File: config.mk
export PLATFORM = sky130hd
export DESIGN_NAME = tcp_port_ctrl
export DESIGN_NICKNAME = d
export VERILOG_FILES = /design/src/tcp_pkg.sv /design/src/tcp_cc_if.sv /design/src/tcp_port_ctrl.sv /design/src/tcp_cc_decode.sv
export SDC_FILE = /design/constraint.sdc
export NUM_CORES = 1
export LEC_CHECK = 0
export BUFFER_PORTS_ARGS = -buffer_cell sky130_fd_sc_hd__buf_2
export CAP_MARGIN = 30
export CORE_MARGIN = 4
export CORE_UTILIZATION = 35
export DETAILED_ROUTE_END_ITERATION = 10
export PLACE_DENSITY = 0.74
export SYNTH_ARGS = -nofsm -noshare
export SYNTH_HDL_FRONTEND = slang
export SYNTH_SLANG_ARGS = --single-unit
File: constraint.sdc
create_clock -name clk -period 2.05 [get_ports clk]
set_clock_uncertainty 0.15 [all_clocks]
set_input_delay 0.41 -clock clk [delete_from_list [all_inputs] [get_ports clk]]
set_output_delay 0.41 -clock clk [all_outputs]
set_load 0.02 [all_outputs]
File: src/tcp_pkg.sv
package tcp_pkg;
    // classification of one cc line from the analog comparators
    typedef enum logic [1:0] {CC_OPEN, CC_RD, CC_RA} tcp_cc_type;
    // current advertisement placed on the cc line
    typedef enum logic [1:0] {ADV_DEFAULT, ADV_1A5, ADV_3A} tcp_adv_type;
    // power switch sequencing
    typedef enum logic [2:0] {SW_OFF, SW_PRECHECK, SW_ON, SW_GUARD, SW_HICCUP} tcp_sw_state_type;

    // apb register byte offsets
    localparam logic [7:0] CTRL_OFF = 8'h00;
    localparam logic [7:0] STATUS_OFF = 8'h04;

    // control register fields and value after reset
    localparam int CTRL_PORT_EN_BIT = 0;
    localparam int CTRL_SURGE_EN_BIT = 1;
    localparam logic [1:0] CTRL_RESET = 2'h3;

    // status register fields
    localparam int ST_STATE_LSB = 0;
    localparam int ST_FAULT_BIT = 3;
    localparam int ST_THERM_BIT = 4;
    localparam int ST_SINK_BIT = 5;
    localparam int ST_FLIP_BIT = 6;
    localparam int ST_DEBUG_BIT = 7;
    localparam int ST_AUDIO_BIT = 8;
    localparam int ST_TRIP_BIT = 9;
    localparam int ST_VCONN1_BIT = 10;
    localparam int ST_VCONN2_BIT = 11;
    localparam int ST_HEAVY_BIT = 12;

    // hiccup off time and its cycle count at 100 mhz
    localparam int CLK_PERIOD_NS = 10;
    localparam int HICCUP_OFF_NS = 20000;
    localparam int HICCUP_OFF_CYC = (HICCUP_OFF_NS + CLK_PERIOD_NS - 1) / CLK_PERIOD_NS;
    localparam int HICCUP_CNT_W = 12;
endpackage : tcp_pkg

File: src/tcp_cc_if.sv
interface tcp_cc_if;
    logic sink_att;
    logic debug_acc;
    logic audio_acc;
    logic flipped;
    logic vconn1;
    logic vconn2;

    modport dec (
        output sink_att, debug_acc, audio_acc, flipped, vconn1, vconn2
    );
    modport ctl (
        input sink_att, debug_acc, audio_acc, flipped, vconn1, vconn2
    );
endinterface : tcp_cc_if

File: src/tcp_port_ctrl.sv
module tcp_port_ctrl (
    // clock and reset
    input wire logic clk,
    input wire logic sys_rst,
    // apb slave
    input wire logic [7:0] paddr,
    input wire logic psel,
    input wire logic penable,
    input wire logic pwrite,
    input wire logic [31:0] pwdata,
    output logic [31:0] prdata,
    output logic pready,
    output logic pslverr,
    // enable and supply
    input wire logic en_in,
    input wire logic power_in_good,
    // cc classifications
    input tcp_pkg::tcp_cc_type cc1_state,
    input tcp_pkg::tcp_cc_type cc2_state,
    // rate selects
    input wire logic rate_sel,
    input wire logic rate_hi_sel,
    // analog monitors
    input wire logic out_ready,
    input wire logic out_collapse,
    input wire logic cur_limited,
    input wire logic backflow_trip,
    input wire logic backflow_clear,
    input wire logic surge_trip,
    input wire logic thermal_hot,
    input wire logic thermal_cool,
    input wire logic load_heavy,
    // power controls
    output logic power_switch_on,
    output logic vconn_cc1_on,
    output logic vconn_cc2_on,
    output tcp_pkg::tcp_adv_type adv_sel,
    output logic trip_limit_sel,
    output logic limit_hi,
    // indicators
    output logic error_ind_n,
    output logic heavy_load_ind_n,
    output logic sound_adapter_ind_n,
    output logic test_adapter_ind_n,
    output logic sink_attached_ind_n,
    output logic flip_orient_ind_n
);
    import tcp_pkg::*;

    tcp_cc_if cc_bus ();

    tcp_cc_decode u_dec (
        .cc1_state(cc1_state),
        .cc2_state(cc2_state),
        .res(cc_bus.dec)
    );

    logic kill;
    logic port_enable;
    logic surge_en;
    logic allowed;
    logic guard_req;
    logic hiccup_req;
    logic hot;
    logic therm_active;
    logic ready_seen;
    logic fault_flag;
    logic next_fault;
    logic [HICCUP_CNT_W-1:0] hiccup_cnt;
    tcp_sw_state_type state;
    tcp_sw_state_type next_state;
    logic [31:0] status_word;
    logic wr_ctrl;

    // enable low acts as a reset of all port state except the control register and the apb slave
    assign kill = sys_rst | ~en_in;
    assign allowed = power_in_good & port_enable & cc_bus.sink_att;
    assign guard_req = backflow_trip | (surge_en & surge_trip);
    assign hot = therm_active | thermal_hot;
    assign hiccup_req = (cur_limited & out_collapse) | hot;

    // switch sequencing
    always_comb begin
        next_state = state;
        case (state)
            SW_OFF: begin
                if (allowed) begin
                    next_state = SW_PRECHECK;
                end
            end
            SW_PRECHECK: begin
                if (!allowed) begin
                    next_state = SW_OFF;
                end else if (hot) begin
                    next_state = SW_HICCUP;
                end else if (!guard_req) begin
                    // output above input at enable keeps the switch open
                    next_state = SW_ON;
                end
            end
            SW_ON: begin
                if (!allowed) begin
                    next_state = SW_OFF;
                end else if (guard_req) begin
                    next_state = SW_GUARD;
                end else if (hiccup_req) begin
                    next_state = SW_HICCUP;
                end
            end
            SW_GUARD: begin
                if (!allowed) begin
                    next_state = SW_OFF;
                end else if (hot) begin
                    next_state = SW_HICCUP;
                end else if (backflow_clear && !guard_req) begin
                    next_state = SW_ON;
                end
            end
            SW_HICCUP: begin
                if (!allowed) begin
                    next_state = SW_OFF;
                end else if (hiccup_cnt == '0 && !hot) begin
                    // retry goes through the pre-check again
                    next_state = SW_PRECHECK;
                end
            end
            default: begin
                next_state = SW_OFF;
            end
        endcase
    end

    always_ff @(posedge clk) begin
        if (kill) begin
            state <= SW_OFF;
            power_switch_on <= 1'b0;
        end else begin
            state <= next_state;
            power_switch_on <= (next_state == SW_ON);
        end
    end

    // hiccup off timer
    always_ff @(posedge clk) begin
        if (kill) begin
            hiccup_cnt <= '0;
        end else if (next_state == SW_HICCUP && state != SW_HICCUP) begin
            hiccup_cnt <= HICCUP_CNT_W'(HICCUP_OFF_CYC - 1);
        end else if (hiccup_cnt != '0) begin
            hiccup_cnt <= hiccup_cnt - 1'b1;
        end
    end

    // thermal latch with hysteresis; a new hot reading beats the cool one
    always_ff @(posedge clk) begin
        if (kill) begin
            therm_active <= 1'b0;
        end else if (thermal_hot) begin
            therm_active <= 1'b1;
        end else if (thermal_cool) begin
            therm_active <= 1'b0;
        end
    end

    // output ready seen in the current on period
    always_ff @(posedge clk) begin
        if (kill || state != SW_ON) begin
            ready_seen <= 1'b0;
        end else if (out_ready) begin
            ready_seen <= 1'b1;
        end
    end

    // current limit level: fold until up, trip after, fold on collapse
    always_ff @(posedge clk) begin
        if (kill || state != SW_ON || out_collapse) begin
            trip_limit_sel <= 1'b0;
        end else if (out_ready) begin
            trip_limit_sel <= 1'b1;
        end
    end

    // fault: set wins over clear, so a fresh event is never lost
    always_comb begin
        next_fault = fault_flag;
        if (state == SW_ON && out_ready && !cur_limited && !out_collapse && !hot) begin
            next_fault = 1'b0;
        end
        if ((state == SW_ON && ready_seen && cur_limited && out_collapse) || hot) begin
            next_fault = 1'b1;
        end
    end

    always_ff @(posedge clk) begin
        if (kill) begin
            fault_flag <= 1'b0;
            error_ind_n <= 1'b1;
        end else begin
            fault_flag <= next_fault;
            error_ind_n <= ~next_fault;
        end
    end

    // advertisement and limit decode
    always_ff @(posedge clk) begin
        if (kill) begin
            adv_sel <= ADV_DEFAULT;
            limit_hi <= 1'b0;
        end else if (!rate_sel) begin
            adv_sel <= ADV_DEFAULT;
            limit_hi <= 1'b0;
        end else if (!rate_hi_sel) begin
            adv_sel <= ADV_1A5;
            limit_hi <= 1'b0;
        end else begin
            adv_sel <= ADV_3A;
            limit_hi <= 1'b1;
        end
    end

    // vconn and indicators; the pad turns a low into an open-drain pull
    always_ff @(posedge clk) begin
        if (kill) begin
            vconn_cc1_on <= 1'b0;
            vconn_cc2_on <= 1'b0;
            heavy_load_ind_n <= 1'b1;
            sound_adapter_ind_n <= 1'b1;
            test_adapter_ind_n <= 1'b1;
            sink_attached_ind_n <= 1'b1;
            flip_orient_ind_n <= 1'b1;
        end else begin
            vconn_cc1_on <= power_in_good & port_enable & cc_bus.vconn1;
            vconn_cc2_on <= power_in_good & port_enable & cc_bus.vconn2;
            // load detect is meaningless outside 3A mode
            heavy_load_ind_n <= ~(rate_sel & rate_hi_sel & load_heavy & power_switch_on);
            sound_adapter_ind_n <= ~cc_bus.audio_acc;
            test_adapter_ind_n <= ~cc_bus.debug_acc;
            sink_attached_ind_n <= ~cc_bus.sink_att;
            flip_orient_ind_n <= ~cc_bus.flipped;
        end
    end

    // apb slave: zero wait states, data prepared in the setup cycle
    always_comb begin
        status_word = '0;
        status_word[ST_STATE_LSB +: 3] = state;
        status_word[ST_FAULT_BIT] = fault_flag;
        status_word[ST_THERM_BIT] = therm_active;
        status_word[ST_SINK_BIT] = cc_bus.sink_att;
        status_word[ST_FLIP_BIT] = cc_bus.flipped;
        status_word[ST_DEBUG_BIT] = cc_bus.debug_acc;
        status_word[ST_AUDIO_BIT] = cc_bus.audio_acc;
        status_word[ST_TRIP_BIT] = trip_limit_sel;
        status_word[ST_VCONN1_BIT] = vconn_cc1_on;
        status_word[ST_VCONN2_BIT] = vconn_cc2_on;
        status_word[ST_HEAVY_BIT] = ~heavy_load_ind_n;
    end

    assign wr_ctrl = psel & penable & pready & pwrite & (paddr == CTRL_OFF);

    always_ff @(posedge clk) begin
        if (sys_rst) begin
            pready <= 1'b0;
            prdata <= '0;
            pslverr <= 1'b0;
        end else begin
            pready <= psel & ~penable;
            if (psel && !penable) begin
                pslverr <= (paddr != CTRL_OFF) && (paddr != STATUS_OFF);
                if (pwrite) begin
                    prdata <= '0;
                end else if (paddr == CTRL_OFF) begin
                    prdata <= {30'h0, surge_en, port_enable};
                end else if (paddr == STATUS_OFF) begin
                    prdata <= status_word;
                end else begin
                    prdata <= '0;
                end
            end
        end
    end

    // control register survives enable low so software setup is kept
    always_ff @(posedge clk) begin
        if (sys_rst) begin
            port_enable <= CTRL_RESET[CTRL_PORT_EN_BIT];
            surge_en <= CTRL_RESET[CTRL_SURGE_EN_BIT];
        end else if (wr_ctrl) begin
            port_enable <= pwdata[CTRL_PORT_EN_BIT];
            surge_en <= pwdata[CTRL_SURGE_EN_BIT];
        end
    end

    property p_en_off;
        @(posedge clk) disable iff (sys_rst) !en_in |=> !power_switch_on && state == SW_OFF;
    endproperty
    a_en_off: assert property (p_en_off) else $error("switch on while disabled");

    property p_supply;
        @(posedge clk) disable iff (sys_rst) power_switch_on |-> $past(power_in_good && cc_bus.sink_att);
    endproperty
    a_supply: assert property (p_supply) else $error("switch on without supply or sink");

    property p_vconn;
        @(posedge clk) disable iff (sys_rst)
            vconn_cc2_on |-> $past(cc1_state == CC_RD && cc2_state == CC_RA) && !vconn_cc1_on;
    endproperty
    a_vconn: assert property (p_vconn) else $error("vconn on wrong line");

    property p_backflow;
        @(posedge clk) disable iff (kill) backflow_trip |=> !power_switch_on;
    endproperty
    a_backflow: assert property (p_backflow) else $error("switch stayed on under backflow");

    property p_surge;
        @(posedge clk) disable iff (kill) surge_en && surge_trip |=> !power_switch_on;
    endproperty
    a_surge: assert property (p_surge) else $error("switch stayed on under surge");

    property p_thermal;
        @(posedge clk) disable iff (kill) thermal_hot |=> !power_switch_on && !error_ind_n;
    endproperty
    a_thermal: assert property (p_thermal) else $error("thermal did not open switch or flag error");

    property p_precheck;
        @(posedge clk) disable iff (kill) state == SW_PRECHECK && backflow_trip |=> state != SW_ON;
    endproperty
    a_precheck: assert property (p_precheck) else $error("switch closed with output above input");

    property p_hiccup_wait;
        @(posedge clk) disable iff (kill)
            state == SW_ON && next_state == SW_HICCUP |=> !power_switch_on [*8];
    endproperty
    a_hiccup_wait: assert property (p_hiccup_wait) else $error("hiccup off time too short");

    property p_heavy;
        @(posedge clk) disable iff (sys_rst) !heavy_load_ind_n |-> $past(rate_sel && rate_hi_sel && load_heavy);
    endproperty
    a_heavy: assert property (p_heavy) else $error("heavy load outside 3A mode");

    property p_audio;
        @(posedge clk) disable iff (kill)
            cc1_state == CC_RA && cc2_state == CC_RA |=> !sound_adapter_ind_n && sink_attached_ind_n;
    endproperty
    a_audio: assert property (p_audio) else $error("audio accessory not flagged");
endmodule : tcp_port_ctrl

File: src/tcp_cc_decode.sv
module tcp_cc_decode (
    // cc classifications
    input tcp_pkg::tcp_cc_type cc1_state,
    input tcp_pkg::tcp_cc_type cc2_state,
    // decoded attachment
    tcp_cc_if.dec res
);
    import tcp_pkg::*;

    logic rd1;
    logic rd2;
    logic ra1;
    logic ra2;

    assign rd1 = (cc1_state == CC_RD);
    assign rd2 = (cc2_state == CC_RD);
    assign ra1 = (cc1_state == CC_RA);
    assign ra2 = (cc2_state == CC_RA);

    // any rd means a sink; ra alone is a cable or audio and gets no vbus
    assign res.sink_att = rd1 | rd2;
    assign res.debug_acc = rd1 & rd2;
    assign res.audio_acc = ra1 & ra2;
    // sink found only on cc2 means the plug is reversed
    assign res.flipped = rd2 & ~rd1;
    // vconn goes to the line that carries ra
    assign res.vconn1 = ra1 & rd2;
    assign res.vconn2 = rd1 & ra2;
endmodule : tcp_cc_decode

==> flow_summary.yaml <==
synth:
  synth_fa_ha_area_share_pct: 1.122
  syn-cell-area_um2: 2230
  synthDistinctLibCells: 55
  syn_avg_cell_area_um2: 8.954
  synth_seq_area_share_pct: 42.20
  yosys.area_share.simple_pct: 25.81
  synth_top_family_by_area: "simple AND/OR/NAND/NOR gates"
  synth_ff_type: "dfxtp_1"
  synth_compound_area_share_pct: 16.55
  synthCells: 249
  ys_ff_latch: 47
  synth_edf_count: 0
  synthMuxAreaShare_pct: 1.852
  ys_async_sr_fraction_pct: 0
  synthXorXnorAreaFrac_pct: 1.964
  synth-warning-count: 0
critical_path:
  critPathMaxStageDelay_ns: 0.47
  cp_top_family: "simple AND/OR/NAND/NOR gates"
  critPathCaptureType: "register"
  path_cells: "inv_2 > ha_4 > or4b_4 > nor4b_4 > buf_6 > nand2_2 > a32o_1"
  path_class: "reg -> reg"
  r2r_start: "hiccup_cnt[0]"
  path_max_fanout: 8
  r2r_slack_ns: 0.07
  critPathSlowestCell: "or4b_4"
  crit_path_start: "hiccup_cnt[0]"
  reg2reg_depth: 7
  required_ns: 2.10
  cp.arrival_ns: 2.03
  r2r_end: "state[2]"
  crit_path_start_kind: "register"
  path_buf_inv: 2
sta:
  tns_ns: 0
  finalCriticalPeriod_ns: 1.985
  slew_viol_final: 0
  rsz0062_at_grt: "yes"
  hold_violations: 0
  fin_crit_sh_pct: 96.82
  holdWs_ns: 0.1270
  clock.fmax_mhz: 503.8
  finalSetupViolations: 0
placed_design:
  dpl.cell_count: 394
  port_buffers: 59
  place_hpwl_mm: 4.033
  place_congestion: 0.8237
outcome:
  status: "finished clean"
global_route:
  grt_pass1_wl_mm: 8.638
  grt_start_max_net_pins: 19
  overflow: 0
  grt_util_all_layers_pct: 14.06
  grt_pass1_vias: 1884
  antenna_found_initial: 0
drt:
  dr.pass1.iters: 4
  via_count: 2032
  drc: 0
  routed_wl_mm: 5.294
  wire_per_inst_um: 13.10
  drt_iter0_markers: 99
  vias_per_cell: 5.030
  ant_nets: 0
finish:
  area_growth_pct: 26.43
  antennaDiodeCount: 0
  layout_common_cells: "buf_2, dfxtp_1, nor2_1"
  utilization_pct: 46.51
  stdcell_count: 404
  nets: 393
  layout_commonest_cell: "buf_2"
  drive_above_1_share_pct: 34.35
run:
  cap_violations: 0
clock_tree:
  cts_tree: "yes"
  clockBufferDepth: 2
  clk_pin_slew_ns: 0.08
  cts.sinks: 47
  clk_latency_ns: 0.30
  root_buffer: "clkbuf_8"
  numCtsBuffers: 5
  htreeDepth: 2
min_path:
  hold_depth: 2
  hold_end: "adv_sel[0]"
  hold_path_startpoint: "rate_hi_sel"
  hp-class: "in -> reg"
floorplanning:
  rows: 28
  die_x_um: 87.82
  die_h_um: 87.82
  initial_core_util_pct: 36.79
  floorplan.core_area_um2: 6061
  design.die.area_um2: 7711
  ios: 109
power:
  p_leak_nw: 1.274
  worst_ir_drop_vdd_mv: 0.4963
  powerDensity_nw_per_um2: 1120
worst max path at each step:
stage                       end  slack, ns  depth (start not counted)
floorplan              state[2]       0.01                          7
global placement    port_enable      -0.02                          4
detailed placement  port_enable      -0.04                          4
CTS                    state[2]     0.0009                          7
global route           state[2]      -0.01                          7
finish                 state[2]       0.07                          7
power by group:
part / internal, mW / leakage (nW) / switching (mW) / total, mW
clock network: 0.358 / 0.0513 / 0.292 / 0.650
logic: 0.767 / 0.840 / 0.637 / 1.40
registers: 1.01 / 0.382 / 0.0984 / 1.10
total: 2.13 / 1.27 / 1.03 / 3.16
cells by family (layout without fill, tap and decap cells):
| logic type | after synthesis | after routing |
|---|---|---|
| simple gates | 102 | 102 |
| flops | 47 | 47 |
| xor+xnor | 5 | 5 |
| buf+inv | 38 | 100 |
| compound gates | 50 | 50 |
| mux | 4 | 4 |
| other cells | 1 | 19 |
| fa+ha+maj | 2 | 2 |
final cells by class:
| cell class | count | area [um2] |
|---|---|---|
| clock buffer | 6 | 72.57 |
| clock inverter | 1 | 30.03 |
| fill | 594 | 3242 |
| inverter | 8 | 30.03 |
| multi-input combinational | 182 | 1155 |
| sequential | 47 | 943.4 |
| tap | 75 | 93.84 |
| timing repair buffer | 85 | 494.2 |
through the flow:
step,setup WS [ns],power (mW),cell area (um2)
floorplan,0.01033,2.000,2297
global placement,-0.01938,2.347,2665
global route,-0.01045,3.388,2819
finish,0.06517,3.158,2819
detailed placement,-0.04436,2.372,2665
CTS,0.0008862,3.031,2768
metal layers:
metal / part of all wire, % / routed length (um) / vias to the layer above / global-route usage, %
met5: 0 / 0 / - / 0
met4: 1.6 / 87 / 0 / 5.021
met3: 6.6 / 350 / 8 / 3.104
met2: 46 / 2457 / 65 / 22.81
met1: 45 / 2399 / 949 / 18.37
li1: - / - / 1010 / -
flip-flops by register name, summed over array words and instances (netlist names):
signal / flops
trip_limit_sel: 1
pready: 1
vconn_cc2_on: 1
heavy_load_ind_n: 1
flip_orient_ind_n: 1
fault_flag: 1
state: 3
port_enable: 1
vconn_cc1_on: 1
surge_en: 1
sound_adapter_ind_n: 1
prdata: 13
power_switch_on: 1
sink_attached_ind_n: 1
therm_active: 1
hiccup_cnt: 12
error_ind_n: 1
pslverr: 1
test_adapter_ind_n: 1
adv_sel: 2
ready_seen: 1
cells in the mapped netlist (2+ instances only):
library cell   n  area (um2)
buf_4         20       150.1
nand2_1       11       41.29
or2_2          3       18.77
nand3b_1       4       30.03
xor2_1         3       26.28
nor2_1        34       127.6
o21bai_1       2       15.01
or4_4          2       22.52
inv_1          8       30.03
a21o_1         2       15.01
mux2i_1        3       30.03
ha_1           2       25.02
or4b_1         2       20.02
and2_1         2       12.51
a22oi_1       10       75.07
o21ai_0        4       20.02
nand2b_1       6       37.54
or3_1          2       12.51
a32oi_1        3       26.28
o21a_1         2       15.01
xnor2_1        2       17.52
nor4_1         3       18.77
dfxtp_1       47       940.9
nor3b_1        2       15.01
o211ai_1       4       30.03
a21oi_1        6       30.03
nand3_1        8       40.04
a211o_1        2       17.52
a31oi_1        3       18.77
nor2b_1        5       31.28
buf_2          2       10.01
a211oi_1       2       15.01
nor3_1         5       25.02
o2111ai_1      2       17.52
clkbuf_1       7       26.28
or4_1          3       22.52
and3_1         3       18.77
what timing repair did:
| action | 4_1_cts | 5_1_grt |
|---|---|---|
| setup endpoints to repair | 0 | 9 |
| hold buffers | 0 | 0 |
| buffers inserted | 0 | 3 |
| resized for setup | 0 | 10 |
Note: power is estimated with default switching activity, not from simulation.
